### config.mk
export PLATFORM = sky130hd
export DESIGN_NAME = cbp_bus_ctl
export DESIGN_NICKNAME = d
export VERILOG_FILES = /design/src/inc/cbp_pkg.sv /design/src/rtl/cbp_bus_ctl.sv
export SDC_FILE = /design/constraint.sdc
export NUM_CORES = 1
export LEC_CHECK = 0
export BUFFER_PORTS_ARGS = -buffer_cell sky130_fd_sc_hd__clkbuf_2
export CORE_ASPECT_RATIO = 0.8
export CORE_UTILIZATION = 49
export DETAILED_ROUTE_END_ITERATION = 10
export PLACE_DENSITY_LB_ADDON = 0.08
export SYNTH_ARGS = -nofsm -noshare
export SYNTH_HDL_FRONTEND = slang
export SYNTH_SLANG_ARGS = --single-unit
### constraint.sdc
create_clock -name clock_in -period 35.9 [get_ports clock_in]
set_clock_uncertainty 0.15 [all_clocks]
set_input_delay 7.18 -clock clock_in [delete_from_list [all_inputs] [get_ports clock_in]]
set_output_delay 7.18 -clock clock_in [all_outputs]
set_load 0.005 [all_outputs]
### src/inc/cbp_pkg.sv
package cbp_pkg;

  // ----------------------------------------
  // widths
  // ----------------------------------------
  localparam int ADDR_W = 32;
  localparam int DATA_W = 64;
  localparam int BYTES = 8;
  localparam int LINE_LSB = 5;

  // ----------------------------------------
  // register byte offsets
  // ----------------------------------------
  localparam logic [5:0] OFS_CTRL = 6'h00;
  localparam logic [5:0] OFS_ADDR = 6'h04;
  localparam logic [5:0] OFS_WDLO = 6'h08;
  localparam logic [5:0] OFS_WDHI = 6'h0C;
  localparam logic [5:0] OFS_STAT = 6'h10;
  localparam logic [5:0] OFS_MCA = 6'h14;
  localparam logic [5:0] OFS_MCC = 6'h18;
  localparam logic [5:0] OFS_RDLO = 6'h1C;
  localparam logic [5:0] OFS_RDHI = 6'h20;

  // ----------------------------------------
  // control fields
  // ----------------------------------------
  localparam int CB_START = 0;
  localparam int CB_WRITE = 1;
  localparam int CB_DATA = 2;
  localparam int CB_CACHE = 3;
  localparam int CB_EXCL = 4;
  localparam int CB_MCE = 5;
  localparam int CB_FPERR = 6;
  localparam logic [31:0] CTRL_RST = 32'h0000_0000;

  // ----------------------------------------
  // status fields
  // ----------------------------------------
  localparam int SB_BUSY = 0;
  localparam int SB_TRAP = 1;
  localparam int SB_PAR = 2;
  localparam int SB_FILL = 3;
  localparam int SB_HOLD = 4;
  localparam int SB_DUAL = 5;
  localparam int SB_SECOND_CPU_ENABLE_N = 6;
  localparam int SB_PEND = 7;

  // ----------------------------------------
  // cycle lengths
  // ----------------------------------------
  localparam logic [2:0] BURST_BEATS = 3'h4;
  localparam logic [2:0] SINGLE_BEATS = 3'h1;

  typedef enum logic [2:0] {
    ST_IDLE = 3'b001,
    ST_ADDR = 3'b010,
    ST_DATA = 3'b100
  } cbp_state_t;

  typedef struct packed {
    logic [ADDR_W-1:0] addr;
    logic write;
    logic data_cyc;
    logic cacheable;
    logic excl;
  } cbp_cycle_t;

endpackage

### src/rtl/cbp_bus_ctl.sv
// The implementer's own choices: the Avalon-MM interface to the registers and the register offsets.
`timescale 1ns/1ps
module cbp_bus_ctl (
  // clock and reset
  input wire logic clock_in,
  input wire logic sys_rst_in,
  // avalon-mm slave
  input wire logic [5:0] avs_address_in,
  input wire logic avs_read_in,
  input wire logic avs_write_in,
  input wire logic [31:0] avs_writedata_in,
  input wire logic [3:0] avs_byteenable_in,
  output logic [31:0] avs_readdata_out,
  output logic avs_waitrequest_out,
  // address and cycle definition
  input wire logic [cbp_pkg::ADDR_W-1:0] address_in,
  output logic [cbp_pkg::ADDR_W-1:0] address_out,
  output logic address_oe_out,
  output logic address_strobe_n_out,
  output logic cycle_write_out,
  output logic data_code_out,
  output logic cache_out_n,
  output logic dual_primary_n_out,
  // data and parity
  input wire logic [cbp_pkg::DATA_W-1:0] data_bus_in,
  output logic [cbp_pkg::DATA_W-1:0] data_bus_out,
  output logic data_bus_oe_out,
  input wire logic [cbp_pkg::BYTES-1:0] byte_parity_bus_in,
  output logic [cbp_pkg::BYTES-1:0] byte_parity_bus_out,
  output logic byte_parity_bus_oe_out,
  // system control
  input wire logic burst_ready_n_in,
  input wire logic line_fill_permit_n_in,
  input wire logic bus_error_in_n_in,
  input wire logic clock_halt_request_n_in,
  input wire logic external_address_strobe_n_in,
  input wire logic write_buffer_empty_n_in,
  input wire logic processor_role_strap_in,
  input wire logic second_cpu_enable_n_in,
  output logic second_cpu_enable_n_out,
  output logic second_cpu_enable_n_oe_out,
  output logic machine_check_out,
  output logic float_error_out_n_out
);

  // ----------------------------------------
  // helpers
  // ----------------------------------------
  function automatic logic [cbp_pkg::BYTES-1:0] even_par(input logic [cbp_pkg::DATA_W-1:0] d);
    even_par = '0;
    for (int i = 0; i < cbp_pkg::BYTES; i++) begin
      even_par[i] = ^d[8*i +: 8];
    end
  endfunction

  function automatic logic [31:0] be_merge(input logic [31:0] old, input logic [31:0] nw, input logic [3:0] be);
    be_merge = old;
    for (int i = 0; i < 4; i++) begin
      if (be[i]) begin
        be_merge[8*i +: 8] = nw[8*i +: 8];
      end
    end
  endfunction

  // ----------------------------------------
  // register state
  // ----------------------------------------
  cbp_pkg::cbp_state_t state;
  cbp_pkg::cbp_state_t next_state;
  cbp_pkg::cbp_cycle_t cyc;
  cbp_pkg::cbp_cycle_t mc_cap;
  logic [31:0] ctrl;
  logic [31:0] wdata_lo;
  logic [31:0] wdata_hi;
  logic [cbp_pkg::DATA_W-1:0] rdata;
  logic start_pend;
  logic trap;
  logic par_err;
  logic fill_stored;
  logic wb_hold;
  logic role_dual;
  logic second_cpu_enable_n_seen;
  logic in_reset;
  logic err_pend;
  logic [cbp_pkg::ADDR_W-1:cbp_pkg::LINE_LSB] err_line;
  logic [2:0] beats;
  logic [cbp_pkg::ADDR_W-1:0] ctrl_addr;

  // ----------------------------------------
  // bus decode
  // ----------------------------------------
  wire bus_req = avs_read_in | avs_write_in;
  wire acc = bus_req & ~avs_waitrequest_out;
  wire wr_acc = acc & avs_write_in;
  wire wr_ctrl = wr_acc && avs_address_in == cbp_pkg::OFS_CTRL;
  wire wr_addr = wr_acc && avs_address_in == cbp_pkg::OFS_ADDR;
  wire wr_wdlo = wr_acc && avs_address_in == cbp_pkg::OFS_WDLO;
  wire wr_wdhi = wr_acc && avs_address_in == cbp_pkg::OFS_WDHI;
  wire wr_stat = wr_acc && avs_address_in == cbp_pkg::OFS_STAT;
  wire [31:0] ctrl_new = be_merge(ctrl, avs_writedata_in, avs_byteenable_in);
  wire [31:0] clr_bits = wr_stat ? (avs_writedata_in & {{24{1'b0}}, {8{avs_byteenable_in[0]}}}) : 32'h0000_0000;
  // a start held back by write ordering still reads as busy, so polling waits for it
  wire [31:0] status = {24'h00_0000, err_pend, second_cpu_enable_n_seen, role_dual, wb_hold, fill_stored, par_err, trap,
                        (state != cbp_pkg::ST_IDLE) | start_pend};
  logic [31:0] rd_mux;
  always_comb begin
    if (avs_address_in == cbp_pkg::OFS_CTRL) begin
      rd_mux = ctrl;
    end else if (avs_address_in == cbp_pkg::OFS_ADDR) begin
      rd_mux = cyc.addr;
    end else if (avs_address_in == cbp_pkg::OFS_WDLO) begin
      rd_mux = wdata_lo;
    end else if (avs_address_in == cbp_pkg::OFS_WDHI) begin
      rd_mux = wdata_hi;
    end else if (avs_address_in == cbp_pkg::OFS_STAT) begin
      rd_mux = status;
    end else if (avs_address_in == cbp_pkg::OFS_MCA) begin
      rd_mux = mc_cap.addr;
    end else if (avs_address_in == cbp_pkg::OFS_MCC) begin
      rd_mux = {28'h000_0000, mc_cap.write, mc_cap.data_cyc, mc_cap.cacheable, mc_cap.excl};
    end else if (avs_address_in == cbp_pkg::OFS_RDLO) begin
      rd_mux = rdata[31:0];
    end else if (avs_address_in == cbp_pkg::OFS_RDHI) begin
      rd_mux = rdata[63:32];
    end else begin
      // unmapped words read as zero, writes are dropped
      rd_mux = 32'h0000_0000;
    end
  end

  // ----------------------------------------
  // cycle engine decode
  // ----------------------------------------
  wire burst_ready_n = ~burst_ready_n_in;
  wire halt = ~clock_halt_request_n_in;
  wire bus_err = ~bus_error_in_n_in;
  wire snoop = ~external_address_strobe_n_in;
  // exclusive writes wait while external writes are still pending
  wire blocked = ctrl[cbp_pkg::CB_WRITE] & ctrl[cbp_pkg::CB_EXCL] & wb_hold;
  wire launch = start_pend & ~blocked & ~in_reset;
  // cacheable cycles burst, the rest are single transfers
  wire [2:0] need = cyc.cacheable ? cbp_pkg::BURST_BEATS : cbp_pkg::SINGLE_BEATS;
  wire last_beat = (state == cbp_pkg::ST_DATA) && burst_ready_n && beats == need - 3'h1;
  wire [cbp_pkg::DATA_W-1:0] wdata = {wdata_hi, wdata_lo};
  wire read_beat = (state == cbp_pkg::ST_DATA) && burst_ready_n && !cyc.write;
  wire snoop_same = snoop && address_in[cbp_pkg::ADDR_W-1:cbp_pkg::LINE_LSB] == err_line;
  wire [cbp_pkg::ADDR_W-1:0] err_addr = (state != cbp_pkg::ST_IDLE) ? cyc.addr : address_in;

  always_comb begin
    case (state)
      cbp_pkg::ST_IDLE: next_state = launch ? cbp_pkg::ST_ADDR : cbp_pkg::ST_IDLE;
      cbp_pkg::ST_ADDR: next_state = cbp_pkg::ST_DATA;
      cbp_pkg::ST_DATA: next_state = last_beat ? cbp_pkg::ST_IDLE : cbp_pkg::ST_DATA;
      default: next_state = cbp_pkg::ST_IDLE;
    endcase
  end

  wire next_t1 = next_state == cbp_pkg::ST_ADDR;
  wire next_busy = next_state != cbp_pkg::ST_IDLE;
  wire next_t2 = next_state == cbp_pkg::ST_DATA;

  // ----------------------------------------
  // avalon slave: one wait state per access
  // ----------------------------------------
  always_ff @(posedge clock_in or posedge sys_rst_in) begin
    if (sys_rst_in) begin
      avs_waitrequest_out <= 1'b1;
      avs_readdata_out <= 32'h0000_0000;
    end else begin
      avs_waitrequest_out <= ~(bus_req & avs_waitrequest_out);
      avs_readdata_out <= rd_mux;
    end
  end

  always_ff @(posedge clock_in or posedge sys_rst_in) begin
    if (sys_rst_in) begin
      ctrl <= cbp_pkg::CTRL_RST;
      wdata_lo <= 32'h0000_0000;
      wdata_hi <= 32'h0000_0000;
      start_pend <= 1'b0;
    end else begin
      if (wr_ctrl) begin
        ctrl <= ctrl_new & ~(32'h0000_0001 << cbp_pkg::CB_START);
      end
      if (wr_wdlo) begin
        wdata_lo <= be_merge(wdata_lo, avs_writedata_in, avs_byteenable_in);
      end
      if (wr_wdhi) begin
        wdata_hi <= be_merge(wdata_hi, avs_writedata_in, avs_byteenable_in);
      end
      // a start while a cycle runs or waits is ignored
      if (wr_ctrl && ctrl_new[cbp_pkg::CB_START] && state == cbp_pkg::ST_IDLE && !start_pend) begin
        start_pend <= 1'b1;
      end else if (launch && state == cbp_pkg::ST_IDLE) begin
        start_pend <= 1'b0;
      end
    end
  end

  // ----------------------------------------
  // bus cycle outputs, all registered
  // ----------------------------------------
  // pins launched and sampled on rising clock
  always_ff @(posedge clock_in or posedge sys_rst_in) begin
    if (sys_rst_in) begin
      state <= cbp_pkg::ST_IDLE;
      cyc <= '0;
      beats <= 3'h0;
      address_out <= '0;
      address_oe_out <= 1'b0;
      address_strobe_n_out <= 1'b1;
      cycle_write_out <= 1'b0;
      data_code_out <= 1'b0;
      cache_out_n <= 1'b1;
      data_bus_out <= '0;
      data_bus_oe_out <= 1'b0;
      byte_parity_bus_out <= '0;
      byte_parity_bus_oe_out <= 1'b0;
    end else begin
      state <= next_state;
      if (state == cbp_pkg::ST_IDLE && launch) begin
        cyc <= '{addr: ctrl_addr, write: ctrl[cbp_pkg::CB_WRITE], data_cyc: ctrl[cbp_pkg::CB_DATA],
                 cacheable: ctrl[cbp_pkg::CB_CACHE], excl: ctrl[cbp_pkg::CB_EXCL]};
      end
      beats <= (state == cbp_pkg::ST_DATA && burst_ready_n) ? beats + 3'h1 : (next_t2 ? beats : 3'h0);
      // cycle definition and address appear with the strobe
      address_strobe_n_out <= ~next_t1;
      address_oe_out <= next_busy;
      address_out <= next_t1 ? ctrl_addr : address_out;
      cycle_write_out <= next_t1 ? ctrl[cbp_pkg::CB_WRITE] : cycle_write_out;
      data_code_out <= next_t1 ? ctrl[cbp_pkg::CB_DATA] : data_code_out;
      // cache pin low for cacheable read or writeback burst
      cache_out_n <= next_busy ? ~(next_t1 ? ctrl[cbp_pkg::CB_CACHE] : cyc.cacheable) : 1'b1;
      // write data owns the bus only in the second state
      // byte 0 is lines 7..0; burst writes repeat the one staged quadword
      data_bus_oe_out <= next_t2 & cyc.write;
      data_bus_out <= wdata;
      // even parity leaves in the same clock as the data
      byte_parity_bus_oe_out <= next_t2 & cyc.write;
      byte_parity_bus_out <= even_par(wdata);
    end
  end

  always_ff @(posedge clock_in or posedge sys_rst_in) begin
    if (sys_rst_in) begin
      ctrl_addr <= '0;
    end else if (wr_addr) begin
      ctrl_addr <= be_merge(ctrl_addr, avs_writedata_in, avs_byteenable_in);
    end
  end

  // ----------------------------------------
  // read data, parity check, fill and write ordering
  // ----------------------------------------
  always_ff @(posedge clock_in or posedge sys_rst_in) begin
    if (sys_rst_in) begin
      rdata <= '0;
      par_err <= 1'b0;
      fill_stored <= 1'b0;
      wb_hold <= 1'b0;
    end else begin
      // read data taken in the burst ready clock
      if (read_beat) begin
        rdata <= data_bus_in;
      end
      // parity mismatch is flagged; set wins over software clear
      par_err <= (read_beat && even_par(data_bus_in) != byte_parity_bus_in) | (par_err & ~clr_bits[cbp_pkg::SB_PAR]);
      // fill kept only with cache pin active and permit low
      if (last_beat && !cyc.write) begin
        fill_stored <= cyc.cacheable & ~line_fill_permit_n_in;
      end
      // sampled with each issued write, released when empty
      if (!address_strobe_n_out && cycle_write_out && write_buffer_empty_n_in) begin
        wb_hold <= 1'b1;
      end else if (!write_buffer_empty_n_in) begin
        wb_hold <= 1'b0;
      end
    end
  end

  // ----------------------------------------
  // bus error and machine check
  // ----------------------------------------
  wire machine_fault_trap_enable = ctrl[cbp_pkg::CB_MCE];
  wire trap_now = (bus_err & machine_fault_trap_enable & ~halt) | (err_pend & ~halt);
  always_ff @(posedge clock_in or posedge sys_rst_in) begin
    if (sys_rst_in) begin
      mc_cap <= '0;
      trap <= 1'b0;
      err_pend <= 1'b0;
      err_line <= '0;
      machine_check_out <= 1'b0;
    end else begin
      // latch address and control of the failing cycle
      if (bus_err) begin
        mc_cap <= '{addr: err_addr, write: cyc.write, data_cyc: cyc.data_cyc, cacheable: cyc.cacheable, excl: cyc.excl};
      end
      // deferred while halted; a later snoop to that line loses it
      if (bus_err && machine_fault_trap_enable && halt) begin
        err_pend <= 1'b1;
        err_line <= err_addr[cbp_pkg::ADDR_W-1:cbp_pkg::LINE_LSB];
      end else if (!halt || (err_pend && snoop_same)) begin
        err_pend <= 1'b0;
      end
      // trap taken only with the enable bit set
      trap <= trap_now | (trap & ~clr_bits[cbp_pkg::SB_TRAP]);
      machine_check_out <= trap_now | (trap & ~clr_bits[cbp_pkg::SB_TRAP]);
    end
  end

  // ----------------------------------------
  // role, dual enable, ownership, float error
  // ----------------------------------------
  logic second_cpu_enable_n_drive;
  always_ff @(posedge clock_in) begin
    // no async reset so the strap reaches the pin while reset is held
    second_cpu_enable_n_drive <= sys_rst_in & processor_role_strap_in;
  end
  assign second_cpu_enable_n_oe_out = second_cpu_enable_n_drive;

  always_ff @(posedge clock_in or posedge sys_rst_in) begin
    if (sys_rst_in) begin
      in_reset <= 1'b1;
      role_dual <= 1'b0;
      second_cpu_enable_n_seen <= 1'b0;
      second_cpu_enable_n_out <= 1'b0;
      dual_primary_n_out <= 1'b1;
      float_error_out_n_out <= 1'b1;
    end else begin
      // strap and partner enable caught at the first edge after release
      if (in_reset) begin
        role_dual <= processor_role_strap_in;
        second_cpu_enable_n_seen <= ~processor_role_strap_in & ~second_cpu_enable_n_in;
      end
      in_reset <= 1'b0;
      second_cpu_enable_n_out <= 1'b0;
      // primary low while owning the bus; dual parks high
      dual_primary_n_out <= role_dual | ~next_busy;
      // the dual never raises float error
      float_error_out_n_out <= ~(ctrl[cbp_pkg::CB_FPERR] & ~role_dual);
    end
  end

endmodule

Word-level counts from Yosys, hierarchy flattened --
Index checks and enable logic that the tools add are counted.
Storage, ports and cells: memory bits (read-only) 0, register bits after elaboration 451, output and inout port bits 149, input port bits 158, word-level logic and storage cells 202, memories kept 0, bits in writable memories 0, latch bits 0
Operators by class: multiplexer cells 26, shift-type cells 0, bitwise gates (word level) 42, reductions and logical operators 59, equality and inequality tests 20, add/sub/neg operators 2, multipliers 0, div/mod/pow operators 0, $lt $le $gt $ge 0
Operators with widths (number):
- $mux 32 | 10
- $reduce_xor 8->1 | 16
- $reduce_and 2->1 | 16
- $eq 27x27->1 | 1
- $eq 6x5->1 const B | 4
- $logic_and 1x1->1 | 20
- $not 1->1 | 18
- $and 1x1->1 | 17
- $mux 3 | 5
- $eq 6x4->1 const B | 2
- $mux 1 | 9
- $pmux 3 s3 | 1
- $ne 8x8->1 | 1
- $eq 3x2->1 const B | 2
- $eq 3x3->1 const B | 2
- $eq 6x3->1 const B | 1
- $eq 6x6->1 const B | 1
- $logic_not 6->1 | 1
- $ne 3x1->1 const B | 2
- $or 1x1->1 | 6
- $ne 2x1->1 const B | 2
- $reduce_bool 2->1 | 2
- $add 3x1->3 const B | 1
- $and 3x3->3 | 1
- other kinds (6) | 8

Logic depth before layout (Yosys ltp) --
Gate-level depths: netlist (run 1).
word-level depth 11, mapped depth 8

Worst setup path before layout (run 1) --
Ideal clock, no wire load.
kind in2reg, from input avs_address_in[1], to register ctrl_addr[0] in the netlist's numbering, buffers on the path 2, stages on the path 6, path slack 26.914 ns, data required time 35.622 ns, data arrival time 8.709 ns, cells stage by stage or4_1 > clkbuf_1 > nor2_4 > and3_1 > buf_2 > mux2_1
Between the ends: word-level cells in the longest chain between the ends 3
Ends and longest elaborated chain:
- start: declaration | RTL line cbp_bus_ctl.sv:8 | input wire logic [5:0] avs_address_in,
- $eq 6x3->1 | RTL line cbp_bus_ctl.sv:96 | wire wr_addr = wr_acc && avs_address_in == cbp_pkg::OFS_ADDR;
- $logic_and 1x1->1 | RTL line cbp_bus_ctl.sv:96
- $reduce_and 2->1 (no line)
- end signal: assignment | RTL line cbp_bus_ctl.sv:248 | ctrl_addr <= be_merge(ctrl_addr, avs_writedata_in, avs_byteenable_in);
- end: declaration | RTL line cbp_bus_ctl.sv:87 | logic [cbp_pkg::ADDR_W-1:0] ctrl_addr;
No other way between the ends. A chain may end at the register's enable or synchronous reset.

Final worst setup path (run 1) --
from input avs_address_in[1], to register wdata_lo[16]
Between the ends: word-level cells in the longest chain between the ends 3
Ends and longest elaborated chain:
- $eq 6x4->1 | RTL line cbp_bus_ctl.sv:97 | wire wr_wdlo = wr_acc && avs_address_in == cbp_pkg::OFS_WDLO;
- $logic_and 1x1->1 | RTL line cbp_bus_ctl.sv:97
- $reduce_and 2->1 (no line)
- end signal: assignment | RTL line cbp_bus_ctl.sv:186 | wdata_lo <= be_merge(wdata_lo, avs_writedata_in, avs_byteenable_in);
- end: declaration | RTL line cbp_bus_ctl.sv:73 | logic [31:0] wdata_lo;
No other way between the ends.

==> metrics, run 1 <==
DIE WIDTH=220 µm; status=finished, violations left; Cell Area, Synth=18600 µm²; Reg-to-Reg Start=state[2]; layout cells sized above 1=0.315; max cap viols=0; IO Pins=307; failing checks=design-rule violations; Top FF cell, synth=dfrtp_1; CP bufs+invs=1; placed cell area=20600 µm²; area share of and/or/nand/nor cells after synthesis=0.0803; H-tree Lvls=2; CTS Sinks=451; CP required=36.19 ns; WL/cell=22.2 µm; TNS Setup=0 ns; largest stage delay on the critical path=0.86 ns; Setup CP Type=in2reg; drt first-iter violations=1240; Vias/cell=5.56; core region area=37200 µm²; Final ANT Viol Nets=0; Die Footprint=38700 µm²; Synth area leaders=dfrtp_1, mux2_2, xnor2_1, nand2_1, mux2i_1; FF+latch count, synth=451; wire length of the first global-routing pass=77.0 mm; worst min path class=reg2reg; clk slew on worst S/H paths=0.06 ns; endpoints failing hold=0; Nets=1935; cell taking the most area after synthesis=dfrtp_1; Routed WL=51.1 mm; Avg Inst Size Synth=12.6 µm²; TritonCTS clock tree=done; crit share post-route=0.267; largest family of logic cells by synthesized area=multiplexers; pwr dens=55.4 nW/µm²; CP Max Fanout=8; Post-synth EDFFs=0; Lkg Pwr=11.7 nW; R2R cell count=4; Finished Cell Area=22200 µm²; Seq/Total Area, Yosys=0.608; RSZ-0062 raised after global routing=no; final max-slew violation count=0; Slowest-stage cell, CP=nor2_1; Critical R2R Capture=rdata[41]; critical path arrival=9.88 ns; CTS Root Cell=clkbuf_16; clk_lat worst skew=0.57 ns; Die Span Y=176 µm; startpoint types=input port; non-filler instance count after layout=2301; hold path depth=0; FMAX=104 MHz; pin count of the biggest net entering global routing=153; number of global-route vias before repair=12700; CTS Buf Count=45; top cells by count, synth=dfrtp_1, nand2_1, mux2_2; IO Port Bufs=305; Hold Crit Start=wdata_lo[19]; maximum clock path buffer count=3; hold-fix buffers at CTS=0; Residual DRC=36; mux cell area share after synthesis=0.152; GRT Residual Overflow=0; Synth Area in XOR/XNOR=0.0710; GRT Util Overall=0.267; CP cell instances=clkbuf_2 -> nor4_2 -> nand3_1 -> nor2_1 -> nand2_1 -> mux2_2; adder-cell share of the synthesized area=0.000674; gp weighted congestion=0.856; FP Rows=63; initial core utilization=0.499; routed vias=12800; Max-slew headroom=0.219; cell count after synthesis=1470; Layout area overhead=19.6%; DP HPWL=35.9 mm; VDD IR-drop max=0.0000373 V; worst slew pin tran=1.17 ns; # resized after CTS=0; FF-to-FF setup slack=32.75 ns; share of the synthesized area in the top cell type=0.597; Post-CTS Setup Inserts=0; Async SR Flop Fraction=0.998; initial antenna violation count=1; hold path endpoint=data_bus_out[19]; Synth Area in Compound Gates=0.0657; CP Capture Type=flop; most instantiated library cell after synthesis=dfrtp_1; crit-path leading delay family=simple AND/OR/NAND/NOR gates; placed instance count=2216; Final min period=9.59 ns; Setup-failing EPs final=0; Pre-Repair DR Iteration Count=9; Unique masters post-synth=54; Syn. warnings=0
==> per-layer routing <==
layer	vias to the layer above	track usage	wire length [µm]
met2	470	0.393	22800
met5	-	0	0
met4	0	0.0741	1060
met3	74	0.0427	3340
met1	6520	0.410	23900
li1	5720	-	-
==> worst register-to-register path, delay by kind of cell, from the launching register on <==
kind,cells,cell delay (ns)
flops,1,0.48
buf+inv,1,0.57
mux,1,0.42
simple gates,2,1.42
==> metrics by stage <==
step	power (mW)	setup slack, ns	hold WS [ns]	utilization
after floorplan	0.674	16.04	0.245	-
after global placement	0.737	25.81	0.286	0.554
after detailed placement	0.740	25.79	0.285	0.554
after CTS	1.24	26.38	0.299	0.596
after global routing	1.28	26.02	0.311	0.596
final	1.23	26.31	0.301	0.596
==> worst max path at each step <==
stage	from	end	slack (ns)	cells past startpoint
floorplan	sys_rst_in	address_oe_out	16.04	1
global placement	sys_rst_in	rdata[29]	25.81	4
detailed placement	sys_rst_in	rdata[61]	25.79	4
CTS	sys_rst_in	err_line[25]	26.38	4
global route	sys_rst_in	rdata[30]	26.02	4
finish	avs_address_in[1]	wdata_lo[16]	26.31	6
==> final cells by class <==
class	count	area [µm²]
Multi-Input combinational cell	921	6910
Clock inverter	11	188
Inverter	35	139
Antenna cell	1	2.50
Fill cell	3142	15000
Sequential cell	451	11300
Clock buffer	73	1390
Timing Repair Buffer	322	1650
Tap cell	487	609
==> kinds of logic after synthesis <==
| family | after synthesis |
|---|---|
| compound gates | 177 |
| xor+xnor | 141 |
| fa+ha+maj | 1 |
| buf+inv | 99 |
| flops | 451 |
| mux | 257 |
| other cells | 1 |
| simple gates | 343 |
==> sequential cells by signal, indices dropped and copies added (netlist names), 3 cells and up <==
signal,cells
avs_readdata_out,32
rdata,64
state,3
mc_cap,36
wdata_lo,32
ctrl,31
err_line,27
address_out,32
ctrl_addr,32
beats,3
byte_parity_bus_out,8
cyc,36
data_bus_out,64
wdata_hi,32
==> layout by cell type (no fill, tap or decap), types with 3 or more instances in the layout <==
| cell type | Yosys | final |
|---|---|---|
| dfrtp_1 | 443 | 443 |
| clkbuf_2 | 0 | 305 |
| nand2_1 | 209 | 209 |
| mux2_2 | 154 | 154 |
| xnor2_1 | 96 | 96 |
| mux2i_1 | 60 | 60 |
| a22oi_1 | 50 | 50 |
| a21oi_1 | 50 | 50 |
| clkbuf_16 | 0 | 47 |
| nor2_1 | 52 | 44 |
| mux2_1 | 43 | 43 |
| xor2_1 | 39 | 39 |
| inv_1 | 34 | 33 |
| nand3_1 | 30 | 30 |
| a222oi_1 | 24 | 24 |
| o21ai_0 | 20 | 20 |
| buf_4 | 2 | 17 |
| clkbuf_1 | 39 | 14 |
| clkbuf_8 | 0 | 12 |
| nand2b_1 | 11 | 11 |
| o21ai_1 | 9 | 9 |
| a221oi_1 | 8 | 8 |
| nand4_1 | 8 | 8 |
| dfstp_2 | 7 | 7 |
| xnor3_1 | 6 | 6 |
| nor2_4 | 1 | 5 |
| bufinv_16 | 0 | 5 |
| nor2_2 | 0 | 4 |
| nor2b_1 | 4 | 4 |
| nor3_1 | 5 | 4 |
| nor4_1 | 4 | 4 |
| clkinv_2 | 0 | 4 |
| or3_1 | 3 | 3 |
| a211oi_1 | 3 | 3 |
| o41ai_1 | 3 | 3 |
| nand3_2 | 3 | 3 |
==> power by group <==
group / switching [mW] / total, mW / internal (mW)
registers: 0.0310 / 0.584 / 0.553
logic: 0.0826 / 0.146 / 0.0637
clock network: 0.196 / 0.498 / 0.302
total: 0.310 / 1.23 / 0.919
Power figures use the tool's default switching activity.
==> run 2: changes to the inputs <==
==> constraint.sdc (replaced) <==
create_clock -name clock_in -period 8 [get_ports clock_in]
set_clock_uncertainty 0.15 [all_clocks]
set_input_delay 1.6 -clock clock_in [delete_from_list [all_inputs] [get_ports clock_in]]
set_output_delay 1.6 -clock clock_in [all_outputs]
set_load 0.005 [all_outputs]
==> run 2 against run 1 <==
Net effect:
- the run still ends with design-rule violations left
- worst setup slack worse by 22 ns
- non-clock buffer count unchanged
- critical path depth unchanged
- clock power rose to 4.4 times the previous value
- die area unchanged
- sequential share of layout area up 0.066 points
- design area down 0.13%
- global-route usage down 0.11 points
- critical path type unchanged
==> metrics, run 2 (synthesis results as in run 1) <==
status=finished, violations left; failing checks=design-rule violations; initial antenna violation count=1 (unchanged); final max-slew violation count=0 (unchanged); CP Capture Type=flop; FP Rows=63 (unchanged); GRT Util Overall=0.266 (-0.00115); grt peak-use layer=met1; Die Footprint=38700 µm² (unchanged); gp weighted congestion=0.886 (+3.5%); Final ANT Viol Nets=0 (unchanged); endpoints failing hold=0 (unchanged); final core utilization=0.596 (-0.000773); Lkg Pwr=11.7 nW (-0.10%); worst slew pin tran=1.19 ns (+0.0242 ns); Slowest-stage cell, CP=nor2_1; CP endpoint=wdata_lo[30]; TNS Setup=0 ns (unchanged); FF-to-FF setup slack=4.97 ns (-27.78 ns); IO Port Bufs=305 (unchanged); Die Span Y=176 µm (unchanged); CP required=8.29 ns (-27.90 ns); critical path arrival=4.47 ns (-5.41 ns); WL/cell=22.1 µm (-0.37%); final worst setup slack=3.83 ns (-22.48 ns); most frequent cells in the layout=dfrtp_1, clkbuf_2, nand2_1; Crit. Startpoint=avs_address_in[1]; dpl ws=3.40 ns (-22.39 ns); FMAX=240 MHz; Setup CP Type=in2reg; worst min path class=reg2reg; GRT Residual Overflow=0 (unchanged); drt first-iter violations=1226 (-1.1%); non-filler instance count after layout=2300 (-0.043%); CP Max Fanout=8 (unchanged); placed cell area=20600 µm² (+0.10%); Critical R2R Capture=rdata[9]; Fillers=3064 (-2.5%); grt met2 use=0.392 (-0.00145); Residual DRC=36 (unchanged); largest stage delay on the critical path=0.95 ns (+0.09 ns); Routed WL=50.9 mm (-0.41%); CP cell instances=clkbuf_2 -> nor4_2 -> nand3_1 -> nor2_1 -> nand2_1 -> mux2_2; Nets=1935 (unchanged); layout cells sized above 1=0.316 (+0.000726); routed vias=12700 (-0.59%); max cap viols=0 (unchanged); DIE WIDTH=220 µm (unchanged); pwr dens=247 nW/µm² (+350%); Final Power=5.47 mW (+340%); Finished Cell Area=22200 µm² (-0.13%); CP bufs+invs=1 (unchanged); CTS Sinks=451 (unchanged); clk slew on worst S/H paths=0.06 ns (about the same); Max-slew headroom=0.202 (-0.0162); hold-fix buffers at CTS=0 (unchanged); crit share post-route=0.522; CTS Buf Count=45 (unchanged); commonest non-fill, non-tap cell in the layout=dfrtp_1; Vias/cell=5.53 (-0.55%); GR Layer Usage met3=0.0458 (+0.00310); grt met1 use=0.408 (-0.00151); Layout area overhead=19.4%; Reg-to-Reg Start=state[2]; # resized after CTS=0 (unchanged); Setup-failing EPs final=0 (unchanged); RSZ-0062 raised after global routing=no; Final min period=4.17 ns; leading registers by flop count=data_bus_out (64), rdata (64); H-tree Lvls=2 (unchanged); Post-CTS Setup Inserts=0 (unchanged); initial core utilization=0.499 (unchanged); number of global-route vias before repair=12600 (-0.97%); VDD IR-drop max=0.000136 V (+270%); CTS Root Cell=clkbuf_16; startpoint types=input port; Worst Hold Slack=0.294 ns (-0.00766 ns); DP HPWL=36.3 mm (+0.90%); maximum clock path buffer count=3 (unchanged); placed instance count=2216 (unchanged); Pre-Repair DR Iteration Count=9 (unchanged); wire length of the first global-routing pass=76.6 mm (-0.53%); core region area=37200 µm² (unchanged); crit-path leading delay family=simple AND/OR/NAND/NOR gates; TritonCTS clock tree=done; Critical Path Stages=6 (unchanged); pin count of the biggest net entering global routing=168 (+9.8%); R2R cell count=4 (unchanged); clk_lat worst skew=0.57 ns (about the same); IO Pins=307 (unchanged)
run 2: power breakdown:
part	internal [mW]	switching, mW	leakage, nW	total [mW]
clock	1.30	0.886	0.762	2.19
combinational	0.287	0.367	4.80	0.654
sequential	2.48	0.139	6.13	2.62
total	4.07	1.39	11.7	5.47
run 2: worst min path at each step:
stage / startpoint / to / cells after the start
2_1_floorplan: ctrl[6] / float_error_out_n_out / 1
3_3_place_gp: wdata_lo[17] / data_bus_out[17] / 0
3_5_place_dp: wdata_lo[30] / data_bus_out[30] / 0
4_1_cts: wdata_lo[30] / data_bus_out[30] / 0
5_1_grt: wdata_lo[30] / data_bus_out[30] / 0
6_report: wdata_hi[23] / data_bus_out[55] / 0
run 2: worst reg2reg max path, cell delays in order (launching register included):
cell	delay (ns)
dfrtp_1	0.47
or4b_1	0.59
nor2_4	0.64
buf_4	0.61
mux2_2	0.44
run 2: area by class of cell:
cell class / count / area, µm² / share of cell area
Antenna cell: 1 / 2.50 / 0.000113
Clock buffer: 66 / 1320 / 0.0595
Clock inverter: 17 / 214 / 0.00966
Inverter: 35 / 135 / 0.00610
Multi-Input combinational cell: 921 / 6910 / 0.312
Sequential cell: 451 / 11300 / 0.510
Tap cell: 487 / 609 / 0.0275
Timing Repair Buffer: 322 / 1680 / 0.0758
run 2: per-layer routing:
layer,up-vias,part of all wire
met5,-,0
li1,5740,-
met1,6438,0.47
met2,465,0.45
met3,65,0.068
met4,0,0.019
